### src/shared/stbank_pkg.sv
// constants for the self-test and i2c timing register bank
package stbank_pkg;
    // register offsets
    localparam logic [7:0] OFS_SELFTEST_CTRL = 8'h24;
    localparam logic [7:0] OFS_ERR_COUNT = 8'h25;
    localparam logic [7:0] OFS_SCL_HIGH = 8'h26;
    localparam logic [7:0] OFS_SCL_LOW = 8'h27;
    // remote serializer clock-source register
    localparam logic [7:0] OFS_REMOTE_CLKSRC = 8'h14;
    // reset values
    localparam logic [7:0] RST_SELFTEST_CTRL = 8'h08;
    localparam logic [7:0] RST_SCL_HIGH = 8'h83;
    localparam logic [7:0] RST_SCL_LOW = 8'h84;
    localparam logic [7:0] RST_DATA = 8'h00;
    // field positions in the self-test control register
    localparam int BIT_EN = 0;
    localparam int BIT_SRC_LO = 1;
    localparam int BIT_SRC_HI = 2;
    localparam int BIT_PIN_CFG = 3;
    localparam int BIT_FREQ_LO = 4;
    localparam int BIT_FREQ_HI = 5;
    localparam int BIT_MODE_LO = 6;
    localparam int BIT_MODE_HI = 7;
    // output mode and frequency codes
    localparam logic [1:0] MODE_STEADY = 2'h0;
    localparam logic [1:0] MODE_ALT = 2'h1;
    localparam logic [1:0] FREQ_50 = 2'h0;
    localparam logic [1:0] FREQ_25 = 2'h1;
    localparam logic [1:0] FREQ_10 = 2'h2;
    localparam logic [5:0] MHZ_50 = 6'h32;
    localparam logic [5:0] MHZ_25 = 6'h19;
    localparam logic [5:0] MHZ_10 = 6'h0a;
    localparam logic [5:0] MHZ_NONE = 6'h00;
    localparam logic [1:0] SRC_EXTERNAL = 2'h0;
    // clock source used while the pin governs self-test
    localparam logic [1:0] PIN_CLK_SRC = 2'h0;
    // timing: one count unit is 50 ns, clock is 10 ns
    localparam int CLK_PERIOD_NS = 10;
    localparam int UNIT_NS = 50;
    localparam int UNIT_CYCLES_INT = (UNIT_NS + CLK_PERIOD_NS - 1) / CLK_PERIOD_NS;
    localparam logic [2:0] UNIT_CYCLES = 3'(UNIT_CYCLES_INT);
    localparam logic [2:0] PRE_LAST = 3'(UNIT_CYCLES_INT - 1);
    // slow oscillator margin for default counts
    localparam int MIN_SCL_NS = 5000;
    localparam int NOM_OSC_MHZ = 20;
    localparam int SLOW_OSC_MHZ = 26;
endpackage

### src/verilog/stbank_scl_timer.sv
// scl high/low pulse timer and slave sda setup interval
`timescale 1ns/100ps
`default_nettype none
module stbank_scl_timer
    import stbank_pkg::*;
(
    // clock and reset
    input wire logic clk,
    input wire logic rst_n,
    // programmed counts
    input wire logic [7:0] high_time,
    input wire logic [7:0] low_time,
    // requests
    input wire logic master_run,
    input wire logic setup_start,
    // results
    output logic scl_drive_low,
    output logic setup_done
);
    typedef enum logic [1:0] {
        ST_IDLE = 2'b00,
        ST_HIGH = 2'b01,
        ST_LOW = 2'b10,
        ST_SETUP = 2'b11
    } stbank_tmr_e;

    stbank_tmr_e state, next_state;
    logic [2:0] pre;
    logic [7:0] unit;
    logic done_q;

    // a zero count still gives one unit
    function automatic logic [7:0] last_unit(input logic [7:0] t);
        last_unit = (t == 8'h00) ? 8'h00 : t - 8'h01;
    endfunction

    wire logic tick_end = (pre == PRE_LAST);
    wire logic hi_end = tick_end && (unit == last_unit(high_time));
    wire logic lo_end = tick_end && (unit == last_unit(low_time));

    always_comb begin
        next_state = state;
        unique case (state)
            ST_IDLE: begin
                if (master_run) begin
                    next_state = ST_HIGH;
                end else if (setup_start) begin
                    next_state = ST_SETUP;
                end
            end
            ST_HIGH: begin
                if (hi_end) begin
                    next_state = master_run ? ST_LOW : ST_IDLE;
                end
            end
            ST_LOW: begin
                if (lo_end) begin
                    next_state = master_run ? ST_HIGH : ST_IDLE;
                end
            end
            ST_SETUP: begin
                if (lo_end) begin
                    next_state = ST_IDLE;
                end
            end
        endcase
    end

    wire logic restart = (state != next_state) || (state == ST_IDLE);

    always_ff @(posedge clk or negedge rst_n) begin
        if (!rst_n) begin
            state <= ST_IDLE;
            pre <= 3'h0;
            unit <= 8'h00;
            done_q <= 1'b0;
        end else begin
            state <= next_state;
            pre <= (restart || tick_end) ? 3'h0 : pre + 3'h1;
            unit <= restart ? 8'h00 : (tick_end ? unit + 8'h01 : unit);
            done_q <= (state == ST_SETUP) && lo_end;
        end
    end

    assign scl_drive_low = (state == ST_LOW) || (state == ST_SETUP);
    assign setup_done = done_q;

    // length of each phase, for checking
    logic [11:0] run_len;
    always_ff @(posedge clk or negedge rst_n) begin
        if (!rst_n) begin
            run_len <= 12'h000;
        end else begin
            run_len <= (state != next_state) ? 12'h000 : run_len + 12'h001;
        end
    end

    property p_high_len;
        @(posedge clk) disable iff (!rst_n)
        (state == ST_HIGH && next_state != ST_HIGH && $stable(high_time) && high_time != 8'h00)
            |-> (run_len + 12'h001 == 12'(high_time) * 12'(UNIT_CYCLES));
    endproperty
    a_high_len: assert property (p_high_len) else $error("scl high time wrong");

    property p_low_len;
        @(posedge clk) disable iff (!rst_n)
        (state == ST_LOW && next_state != ST_LOW && $stable(low_time) && low_time != 8'h00)
            |-> (run_len + 12'h001 == 12'(low_time) * 12'(UNIT_CYCLES));
    endproperty
    a_low_len: assert property (p_low_len) else $error("scl low time wrong");

    property p_setup_done;
        @(posedge clk) disable iff (!rst_n)
        $fell(scl_drive_low) && $past(state) == ST_SETUP |-> setup_done;
    endproperty
    a_setup_done: assert property (p_setup_done) else $error("setup release without done");

    c_master: cover property (@(posedge clk) disable iff (!rst_n) state == ST_LOW ##1 state == ST_HIGH);
    c_setup: cover property (@(posedge clk) disable iff (!rst_n) setup_done);
endmodule
`default_nettype wire

### src/verilog/stbank_regs.sv
// self-test control, error count and i2c scl timing register bank
`timescale 1ns/100ps
`default_nettype none
// Function
// - the output mode field picks steady, alternating or data-driven self-test output.
// - with automatic oscillator clocking on, the frequency field sets 50, 25 or 10 MHz, 11 reserved.
// - bit 3 set means the pin governs self-test, cleared means bits 2:0 govern.
// - when self-test becomes enabled the clock source field is sent to the remote clock-source register, or PIN_CLK_SRC while bit 3 is set.
// - bit 0 enables self-test and resets to disabled.
// - the read-only error count shows port 1 when bit 0 of the port-select field is set, else port 0.
// - as local i2c master, scl is held high for the high count in 50 ns units, reset 0x83.
// - as local i2c master, scl is held low for the low count in 50 ns units, reset 0x84.
// - as slave on channel accesses, the low count is the sda setup time before releasing scl.
// - the default counts give at least 5 us even with a 26 MHz oscillator.
module stbank_regs
    import stbank_pkg::*;
(
    // clock and reset
    input wire logic CLK,
    input wire logic RSTN,
    // register access
    input wire logic [7:0] REG_ADDR,
    input wire logic REG_WR,
    input wire logic REG_RD,
    input wire logic [7:0] REG_WDATA,
    output logic [7:0] REG_RDATA,
    // self-test pin, data and status
    input wire logic SELFTEST_PIN,
    input wire logic SELFTEST_DATA,
    output logic SELFTEST_EN,
    output logic SELFTEST_OUT,
    // oscillator receive clock
    input wire logic AUTO_CLOCK_EN,
    output logic [5:0] OSC_RX_FREQ_MHZ,
    // remote clock-source write
    output logic REMOTE_WR,
    output logic [7:0] REMOTE_ADDR,
    output logic [1:0] REMOTE_CLKSRC,
    output logic REMOTE_CLK_INTERNAL,
    // error counters and port select
    input wire logic [1:0] PORT_SEL,
    input wire logic [7:0] ERR_COUNT_P0,
    input wire logic [7:0] ERR_COUNT_P1,
    // local i2c
    input wire logic MASTER_RUN,
    input wire logic SETUP_START,
    output logic SCL_O,
    output logic SCL_OE,
    output logic SETUP_DONE
);
    logic rst_meta, rst_n;
    always_ff @(posedge CLK or negedge RSTN) begin
        if (!RSTN) begin
            rst_meta <= 1'b0;
            rst_n <= 1'b0;
        end else begin
            rst_meta <= 1'b1;
            rst_n <= rst_meta;
        end
    end

    logic [7:0] ctrl, scl_high, scl_low, rdata;
    logic en_q, out_q, rwr_q;
    logic [1:0] rsrc_q;
    logic [5:0] mhz_q;

    function automatic logic hit(input logic [7:0] a, input logic [7:0] ofs);
        hit = (a == ofs);
    endfunction

    wire logic wr_ctrl = REG_WR && hit(REG_ADDR, OFS_SELFTEST_CTRL);
    wire logic wr_high = REG_WR && hit(REG_ADDR, OFS_SCL_HIGH);
    wire logic wr_low = REG_WR && hit(REG_ADDR, OFS_SCL_LOW);

    wire logic [1:0] out_mode = ctrl[BIT_MODE_HI:BIT_MODE_LO];
    wire logic [1:0] freq_sel = ctrl[BIT_FREQ_HI:BIT_FREQ_LO];
    wire logic pin_cfg = ctrl[BIT_PIN_CFG];
    wire logic eff_en = pin_cfg ? SELFTEST_PIN : ctrl[BIT_EN];
    wire logic [1:0] eff_src = pin_cfg ? PIN_CLK_SRC : ctrl[BIT_SRC_HI:BIT_SRC_LO];
    wire logic en_rise = eff_en && !en_q;

    wire logic [7:0] sel_count = PORT_SEL[0] ? ERR_COUNT_P1 : ERR_COUNT_P0;

    wire logic [7:0] next_rdata =
        hit(REG_ADDR, OFS_SELFTEST_CTRL) ? ctrl :
        hit(REG_ADDR, OFS_ERR_COUNT) ? sel_count :
        hit(REG_ADDR, OFS_SCL_HIGH) ? scl_high :
        hit(REG_ADDR, OFS_SCL_LOW) ? scl_low : RST_DATA;

    wire logic [5:0] next_mhz =
        !AUTO_CLOCK_EN ? MHZ_NONE :
        (freq_sel == FREQ_50) ? MHZ_50 :
        (freq_sel == FREQ_25) ? MHZ_25 :
        (freq_sel == FREQ_10) ? MHZ_10 : MHZ_NONE;

    wire logic next_out =
        !eff_en ? 1'b0 :
        (out_mode == MODE_STEADY) ? out_q :
        (out_mode == MODE_ALT) ? !out_q : SELFTEST_DATA;

    always_ff @(posedge CLK or negedge rst_n) begin
        if (!rst_n) begin
            ctrl <= RST_SELFTEST_CTRL;
            scl_high <= RST_SCL_HIGH;
            scl_low <= RST_SCL_LOW;
            rdata <= RST_DATA;
        end else begin
            ctrl <= wr_ctrl ? REG_WDATA : ctrl;
            scl_high <= wr_high ? REG_WDATA : scl_high;
            scl_low <= wr_low ? REG_WDATA : scl_low;
            rdata <= REG_RD ? next_rdata : rdata;
        end
    end

    always_ff @(posedge CLK or negedge rst_n) begin
        if (!rst_n) begin
            en_q <= 1'b0;
            out_q <= 1'b0;
            rwr_q <= 1'b0;
            rsrc_q <= SRC_EXTERNAL;
            mhz_q <= MHZ_NONE;
        end else begin
            en_q <= eff_en;
            out_q <= next_out;
            rwr_q <= en_rise;
            rsrc_q <= en_rise ? eff_src : rsrc_q;
            mhz_q <= next_mhz;
        end
    end

    // counts untouched since reset, for the margin check
    logic timing_default;
    always_ff @(posedge CLK or negedge rst_n) begin
        if (!rst_n) begin
            timing_default <= 1'b1;
        end else begin
            timing_default <= timing_default && !wr_high && !wr_low;
        end
    end

    logic drive_low;
    stbank_scl_timer u_timer (
        .clk(CLK),
        .rst_n(rst_n),
        .high_time(scl_high),
        .low_time(scl_low),
        .master_run(MASTER_RUN),
        .setup_start(SETUP_START),
        .scl_drive_low(drive_low),
        .setup_done(SETUP_DONE)
    );

    assign REG_RDATA = rdata;
    assign SELFTEST_EN = en_q;
    assign SELFTEST_OUT = out_q;
    assign OSC_RX_FREQ_MHZ = mhz_q;
    assign REMOTE_WR = rwr_q;
    assign REMOTE_ADDR = OFS_REMOTE_CLKSRC;
    assign REMOTE_CLKSRC = rsrc_q;
    assign REMOTE_CLK_INTERNAL = (rsrc_q != SRC_EXTERNAL);
    assign SCL_O = 1'b0;
    assign SCL_OE = drive_low;

    property p_mode_alt;
        @(posedge CLK) disable iff (!rst_n)
        (eff_en && out_mode == MODE_ALT) ##1 (eff_en && out_mode == MODE_ALT)
            |=> SELFTEST_OUT != $past(SELFTEST_OUT);
    endproperty
    a_mode_alt: assert property (p_mode_alt) else $error("alternating output stuck");

    property p_mode_steady;
        @(posedge CLK) disable iff (!rst_n)
        (eff_en && out_mode == MODE_STEADY) |=> $stable(SELFTEST_OUT);
    endproperty
    a_mode_steady: assert property (p_mode_steady) else $error("steady output moved");

    property p_freq;
        @(posedge CLK) disable iff (!rst_n)
        (AUTO_CLOCK_EN && freq_sel == FREQ_25) |=> OSC_RX_FREQ_MHZ == MHZ_25;
    endproperty
    a_freq: assert property (p_freq) else $error("oscillator frequency code wrong");

    property p_pin_cfg;
        @(posedge CLK) disable iff (!rst_n)
        pin_cfg |=> SELFTEST_EN == $past(SELFTEST_PIN);
    endproperty
    a_pin_cfg: assert property (p_pin_cfg) else $error("pin does not govern self-test");

    property p_remote;
        @(posedge CLK) disable iff (!rst_n)
        $rose(SELFTEST_EN) |-> REMOTE_WR && REMOTE_CLKSRC == $past(eff_src);
    endproperty
    a_remote: assert property (p_remote) else $error("clock source not sent on enable");

    property p_enable;
        @(posedge CLK) disable iff (!rst_n)
        (wr_ctrl && !REG_WDATA[BIT_PIN_CFG]) |=> ##1 SELFTEST_EN == $past(REG_WDATA[BIT_EN], 2);
    endproperty
    a_enable: assert property (p_enable) else $error("enable bit not applied");

    property p_err_count;
        @(posedge CLK) disable iff (!rst_n)
        (REG_RD && hit(REG_ADDR, OFS_ERR_COUNT) && PORT_SEL[0])
            |=> REG_RDATA == $past(ERR_COUNT_P1);
    endproperty
    a_err_count: assert property (p_err_count) else $error("error count port wrong");

    property p_default_margin;
        @(posedge CLK) disable iff (!rst_n)
        timing_default |-> (int'(scl_high) * UNIT_NS * NOM_OSC_MHZ >= MIN_SCL_NS * SLOW_OSC_MHZ)
            && (int'(scl_low) * UNIT_NS * NOM_OSC_MHZ >= MIN_SCL_NS * SLOW_OSC_MHZ);
    endproperty
    a_default_margin: assert property (p_default_margin) else $error("default counts too short");

    c_remote: cover property (@(posedge CLK) disable iff (!rst_n) REMOTE_WR && REMOTE_CLK_INTERNAL);
    c_data_mode: cover property (@(posedge CLK) disable iff (!rst_n) SELFTEST_EN && out_mode[1]);
    c_read_cnt: cover property (@(posedge CLK) disable iff (!rst_n) REG_RD && hit(REG_ADDR, OFS_ERR_COUNT));
endmodule
`default_nettype wire

### config.mk
export PLATFORM = sky130hd
export DESIGN_NAME = stbank_regs
export DESIGN_NICKNAME = d
export VERILOG_FILES = /design/src/shared/stbank_pkg.sv /design/src/verilog/stbank_scl_timer.sv /design/src/verilog/stbank_regs.sv
export SDC_FILE = /design/constraint.sdc
export NUM_CORES = 1
export LEC_CHECK = 0
export BUFFER_PORTS_ARGS = -buffer_cell sky130_fd_sc_hd__buf_2
export CORE_MARGIN = 4
export CORE_UTILIZATION = 25
export CTS_CLUSTER_DIAMETER = 60
export DETAILED_ROUTE_END_ITERATION = 16
export PLACE_DENSITY = 0.51
export SKIP_CTS_REPAIR_TIMING = 1
export SYNTH_ARGS = -nofsm -noshare
export SYNTH_HDL_FRONTEND = slang
export SYNTH_SLANG_ARGS = --single-unit
### constraint.sdc
create_clock -name CLK -period 1.7 [get_ports CLK]
set_input_delay 0.255 -clock CLK [delete_from_list [all_inputs] [get_ports CLK]]
set_output_delay 0.255 -clock CLK [all_outputs]
set_load 0.005 [all_outputs]
After elaboration in Yosys (flattened, before gate mapping)
Cells that the tools add are included.
W data, S select, Z words.
Word-level totals
  register bits: 59
  output and inout bits: 31
  logic and storage cells: 80
Operators by class
  add/subtract/negate cells: 4
  equality and inequality tests: 15
  multiplexer cells: 27
  reduce and logical (&&, ||, !) cells: 19
Operators with widths (number)
  $mux W8: 9
  $eq A8 B6 Y1 const B: 4
  $eq A8 B8 Y1: 2
  $logic_not A8 Y1: 2
  $sub A8 B1 Y8 const B: 2
  $mux W2: 7
  $mux W6: 2
  $add A8 B1 Y8 const B: 1
  $pmux W2 S4: 1
  $logic_and A1 B1 Y1: 7
  $eq A2 B1 Y1 const B: 3
  $eq A2 B2 Y1 const B: 3
  $logic_not A2 Y1: 3
  $mux W1: 5
  $mux W5: 1
  $mux W4: 1
  $reduce_bool A2 Y1: 2
  $add A3 B1 Y3 const B: 1
  $eq A3 B3 Y1 const B: 1
  $logic_or A1 B1 Y1: 3
  $mux W3: 1
  $logic_not A1 Y1: 2
  $ne A2 B2 Y1: 1
  $ne A2 B2 Y1 const B: 1

Logic depth before layout (Yosys ltp)
  depth in word-level cells: 10
  mapped depth: 10

Cells and area by module
A second synthesis with hierarchy kept.
Second synthesis, totals
  cells, all modules: 362
  area, all modules: 3574.7 µm²
By module, submodules not included
  stbank_regs: instances 1, cells each 176, area each 2154.6 µm², sequential area each 1108.6 µm²
  stbank_scl_timer: instances 1, cells each 186, area each 1420.1 µm², sequential area each 350.3 µm²

Worst setup path before layout
OpenSTA, ideal clock, no wires.
  kind: register to register
  start point: register scl_low[0]
  end point: register u_timer.unit[0]
  library setup time: 0.119 ns
  arrival time: 2.346 ns
  required time: 1.581 ns
  slack: -0.765 ns
  cell stages (with the launch flop): 11
  path through: dfrtp_1 -> inv_1 -> ha_1 -> or3b_4 -> o31a_1 -> o211ai_2 -> o211ai_2 -> nor4_4 -> a2bb2oi_2 -> buf_6 -> nor2_2
On the way
  longest elaborated chain between the ends: 9
RTL lines
  from (decl): RTL line stbank_regs.sv:62  | logic [7:0] ctrl, scl_high, scl_low, rdata;
  from (signal assigned): RTL line stbank_regs.sv:110  | scl_low <= wr_low ? REG_WDATA : scl_low;
  $sub A8 B1 Y8 or $logic_not A8 Y1 (tied branches): RTL line stbank_scl_timer.sv:34  | last_unit = (t == 8'h00) ? 8'h00 : t - 8'h01;
  $mux W8 *: RTL line stbank_scl_timer.sv:34
  $eq A8 B8 Y1 *: RTL line stbank_scl_timer.sv:39  | wire logic lo_end = tick_end && (unit == last_unit(low_time));
  $logic_and A1 B1 Y1 *: RTL line stbank_scl_timer.sv:39
  $mux W2 (on tied branches): RTL line stbank_scl_timer.sv:62, stbank_scl_timer.sv:57
  $pmux W2 S4 *: RTL line stbank_scl_timer.sv:43  | unique case (state)
  $ne A2 B2 Y1 *: RTL line stbank_scl_timer.sv:69  | wire logic restart = (state != next_state) || (state == ST_IDLE);
  $logic_or A1 B1 Y1 *: RTL line stbank_scl_timer.sv:69
  $mux W8 or $reduce_bool A2 Y1 (tied branches)
  to (signal assigned): RTL line stbank_scl_timer.sv:80  | unit <= restart ? 8'h00 : (tick_end ? unit + 8'h01 : unit);
  to (decl): RTL line stbank_scl_timer.sv:29  | logic [7:0] unit;
Every way passes the cells marked *; elsewhere a longest branch is shown, timed or not.
A chain may end at the register's enable or synchronous reset.

Final worst setup path
  start point: register scl_low[0]
  end point: register u_timer.unit[5]
The elaborated chain is that of the path after synthesis.

==> impl_metrics.py <==
metrics = {
    "setup_path": {
        "cp_common_cell": "nor4_4",
        "worstPathRequired_ps": 1920,
        "reg2reg_depth": 9,
        "crit_path_end_kind": "flop",
        "cpMaxStageDelayCell": "or4_4",
        "start_kind": "flop",
        "worstPathBufferInverterCount": 2,
        "cp.arrival_ps": 2730,
        "reg2reg_from": "scl_low[0]",
        "cp_max_fo": 11,
        "path_class": "reg2reg",
        "cp_cell_sequence": "buf_4 -> or4_4 -> nor4_4 -> mux2i_1 -> xnor2_2 -> nor4_4 -> a2bb2oi_2 -> buf_12 -> nor2_2",
        "max_stage_delay_ps": 550,
        "r2r-end": "u_timer.unit[5]",
        "path_delay_family": "simple AND/OR/NAND/NOR gates",
        "rrSetupSlack_ps": -810,
    },
    "place": {
        "gp_congestion": 0.8565,
        "dpl.hpwl_um": 8322,
        "place_ws_ps": -832.4,
        "numPortBuffers": 62,
    },
    "logic_synthesis": {
        "ys_ff_latch": 58,
        "avgSynthCellArea_um2": 10.17,
        "synth-seq-area-share_pct": 39.00,
        "ys.flop_type": "dfrtp_1",
        "synth.distinct_cells": 80,
        "yosysWarnings": 0,
        "yosysTopAreaCell": "dfrtp_1",
        "synth_area_leaders": "dfrtp_1 35%, mux2_2 4.8%, dfstp_2 4.2%, mux2i_1 3.5%, o21ai_0 3.1%",
        "async_flop_share_pct": 100.0,
        "netlist_area_um2": 3741,
        "synth-edff-count": 0,
        "synth_top_area_share_pct": 34.78,
        "syn_inst": 368,
    },
    "power": {
        "ir_drop_v": 0.0004603,
        "p_per_area_nw_per_um2": 993.7,
        "leakagePower_nw": 2.455,
    },
    "floorplanning": {
        "die_w_um": 130.3,
        "ios": 74,
        "core_area_um2": 14590,
        "die_h_um": 130.3,
        "initial_core_util_pct": 25.64,
        "core.rowCount": 44,
        "design.die.area_um2": 16990,
    },
    "sta": {
        "finalCritPeriodShare_pct": 147.7,
        "rsz0062_at_grt": "true",
        "fin_skew_ps": 4.680,
        "holdWs_ps": 163.7,
        "finalSetupTns_ps": -11030,
        "worst_slack_ps": -811.1,
        "max_freq_mhz": 398.2,
        "setup_viol_count_final": 14,
        "hold_violations": 0,
        "period_minus_slack_ps": 2511,
        "slew_viol_final": 0,
    },
    "detailed_routing": {
        "ant_nets": 0,
        "vias": 3128,
        "drc": 0,
        "dr.pass1.iters": 4,
        "wl_per_cell_um": 15.42,
        "dr.first_iter.drc_count": 214,
        "vias_per_cell": 4.587,
        "wl_um": 10520,
    },
    "final_layout": {
        "final_nets": 543,
        "syn_to_final_growth_pct": 37.19,
        "layout-drive-gt1-share_pct": 45.98,
        "antenna_cells": 0,
    },
    "grt": {
        "grt_pass1_vias": 3241,
        "grt_usage_pct": 12.73,
        "antenna_found_initial": 0,
        "grt_overflow": 0,
        "grt_pass1_wl_um": 16710,
        "grt_max_degree": 24,
    },
    "clock_network": {
        "clk_pin_slew_ps": 60,
        "cts_root_buffer": "clkbuf_16",
        "cts_tree": "done",
        "clock_latency_ps": 330,
        "cts_max_path_buffers": 2,
        "cts_sinks": 58,
        "cts_buffers": 9,
        "cts-htree-levels": 3,
    },
    "run_status": {
        "status": "complete, but fails checks",
        "violations": "negative setup slack",
    },
    "hold_path": {
        "whs_endpoint": "SELFTEST_OUT",
        "hold_depth": 3,
        "hold_class": "in2reg",
        "hp-start": "SELFTEST_DATA",
    },
    "job": {
        "max_cap_violations": 0,
    },
}
[synth_stat cells (3+ instances only)]
master	count
a21oi_1	10
and2_1	5
buf_2	5
buf_4	10
buf_6	6
clkbuf_1	6
dfrtp_1	52
dfstp_2	6
ha_1	7
inv_1	24
mux2_1	3
mux2_2	16
mux2i_1	13
mux4_2	5
nand2_1	24
nand2b_1	3
nand3_1	10
nand4_1	5
nor2_1	21
nor2_2	9
nor2b_1	3
nor3_1	5
nor3b_1	4
o21ai_0	23
o22ai_1	6
or2_2	3
or3_1	3
or4_1	3
xnor2_1	9
xor2_1	7
[cells by family after synthesis]
group	count (synthesis)	synth area share, %
AO/OA/AOI/OAI	64	11.74
XOR/XNOR	18	4.783
adder cells (fa/ha/maj)	7	2.341
buffers and inverters	59	9.665
flip-flops	58	39.00
multiplexers	37	12.21
other	2	0.2007
AND/OR/NAND/NOR	123	20.07
[where the power goes]
group,switching (W),internal [W]
registers,0.000139,0.00154
clock network,0.000706,0.00129
logic,0.000682,0.000744
[worst max-delay path by stage]
stage / startpoint / end / slack, ps / depth (start not counted)
5_1_grt: scl_low[1] / u_timer.unit[5] / -940 / 11
6_report: scl_low[0] / u_timer.unit[5] / -810 / 9
2_1_floorplan: scl_low[2] / u_timer.unit[0] / -670 / 9
3_3_place_gp: scl_low[0] / u_timer.state[0] / -820 / 10
3_5_place_dp: scl_low[0] / u_timer.state[0] / -830 / 10
4_1_cts: scl_low[0] / u_timer.state[0] / -900 / 10
[placed cells by master (no fill, tap or decap), types with 4 or more instances in the layout]
master / netlist / routed
mux2_2: 16 / 10
o22ai_1: 6 / 6
nor2_2: 9 / 9
dfrtp_1: 52 / 51
o21ai_1: 1 / 8
mux4_2: 5 / 5
a21oi_1: 10 / 9
xnor2_1: 9 / 7
nand3_1: 10 / 10
and2_1: 5 / 5
clkbuf_16: 0 / 9
dfstp_2: 6 / 6
nand4_1: 5 / 5
mux2i_1: 13 / 13
buf_4: 10 / 72
o21ai_0: 23 / 16
nor3_1: 5 / 4
ha_1: 7 / 6
xor2_1: 7 / 7
nor2_1: 21 / 21
buf_2: 5 / 61
inv_1: 24 / 24
nand2_1: 24 / 23
mux2_4: 0 / 8
conb_1: 2 / 11
[metal layers]
layer	vias to the layer above	track usage, %	share of wire, %
met2	88	21.24	47
met4	0	4.114	1.8
met1	1485	15.96	44
met3	13	3.520	6.8
li1	1542	-	-
met5	-	0	0
[cell type report]
cell class,instances,area [µm²]
Clock inverter,7,101.3
Clock buffer,9,225.2
Multi-Input combinational cell,260,2076
Sequential cell,58,1460
Inverter,24,90.09
Fill cell,1466,9457
Tap cell,184,230.2
Timing Repair Buffer,140,949.7
[state kept, by name, summed over array words and instances (netlist names)]
| signal | count |
|---|---|
| scl_low | 8 |
| u_timer.pre | 3 |
| u_timer.state | 2 |
| scl_high | 8 |
| REMOTE_WR | 1 |
| ctrl | 8 |
| REMOTE_CLKSRC | 2 |
| OSC_RX_FREQ_MHZ | 5 |
| SELFTEST_EN | 1 |
| REG_RDATA | 8 |
| rst_meta | 1 |
| u_timer.unit | 8 |
| SELFTEST_OUT | 1 |
| u_timer.setup_done | 1 |
| rst_n | 1 |
[stage by stage]
step           power, W  instances  area [µm²]  utilization [%]
2_1_floorplan  0.002575        377        3849                -
3_3_place_gp   0.003078        663        4710            32.28
3_5_place_dp   0.003106        663        4710            32.28
4_1_cts        0.005144        679        5036            34.52
5_1_grt        0.005407        682        5132            35.18
6_report       0.005100        682        5132            35.18
[worst register-to-register path, delay by kind of cell, from the launching register on]
| family | cells | cell delay, ps |
|---|---|---|
| muxes | 1 | 300 |
| xor gates and xnor gates | 1 | 110 |
| buffers and inverters | 2 | 310 |
| and+or+nand+nor | 4 | 1080 |
| AOI/OAI and AO/OA | 1 | 210 |
| DFF | 1 | 390 |
Note: power is estimated with default switching activity, not from simulation.
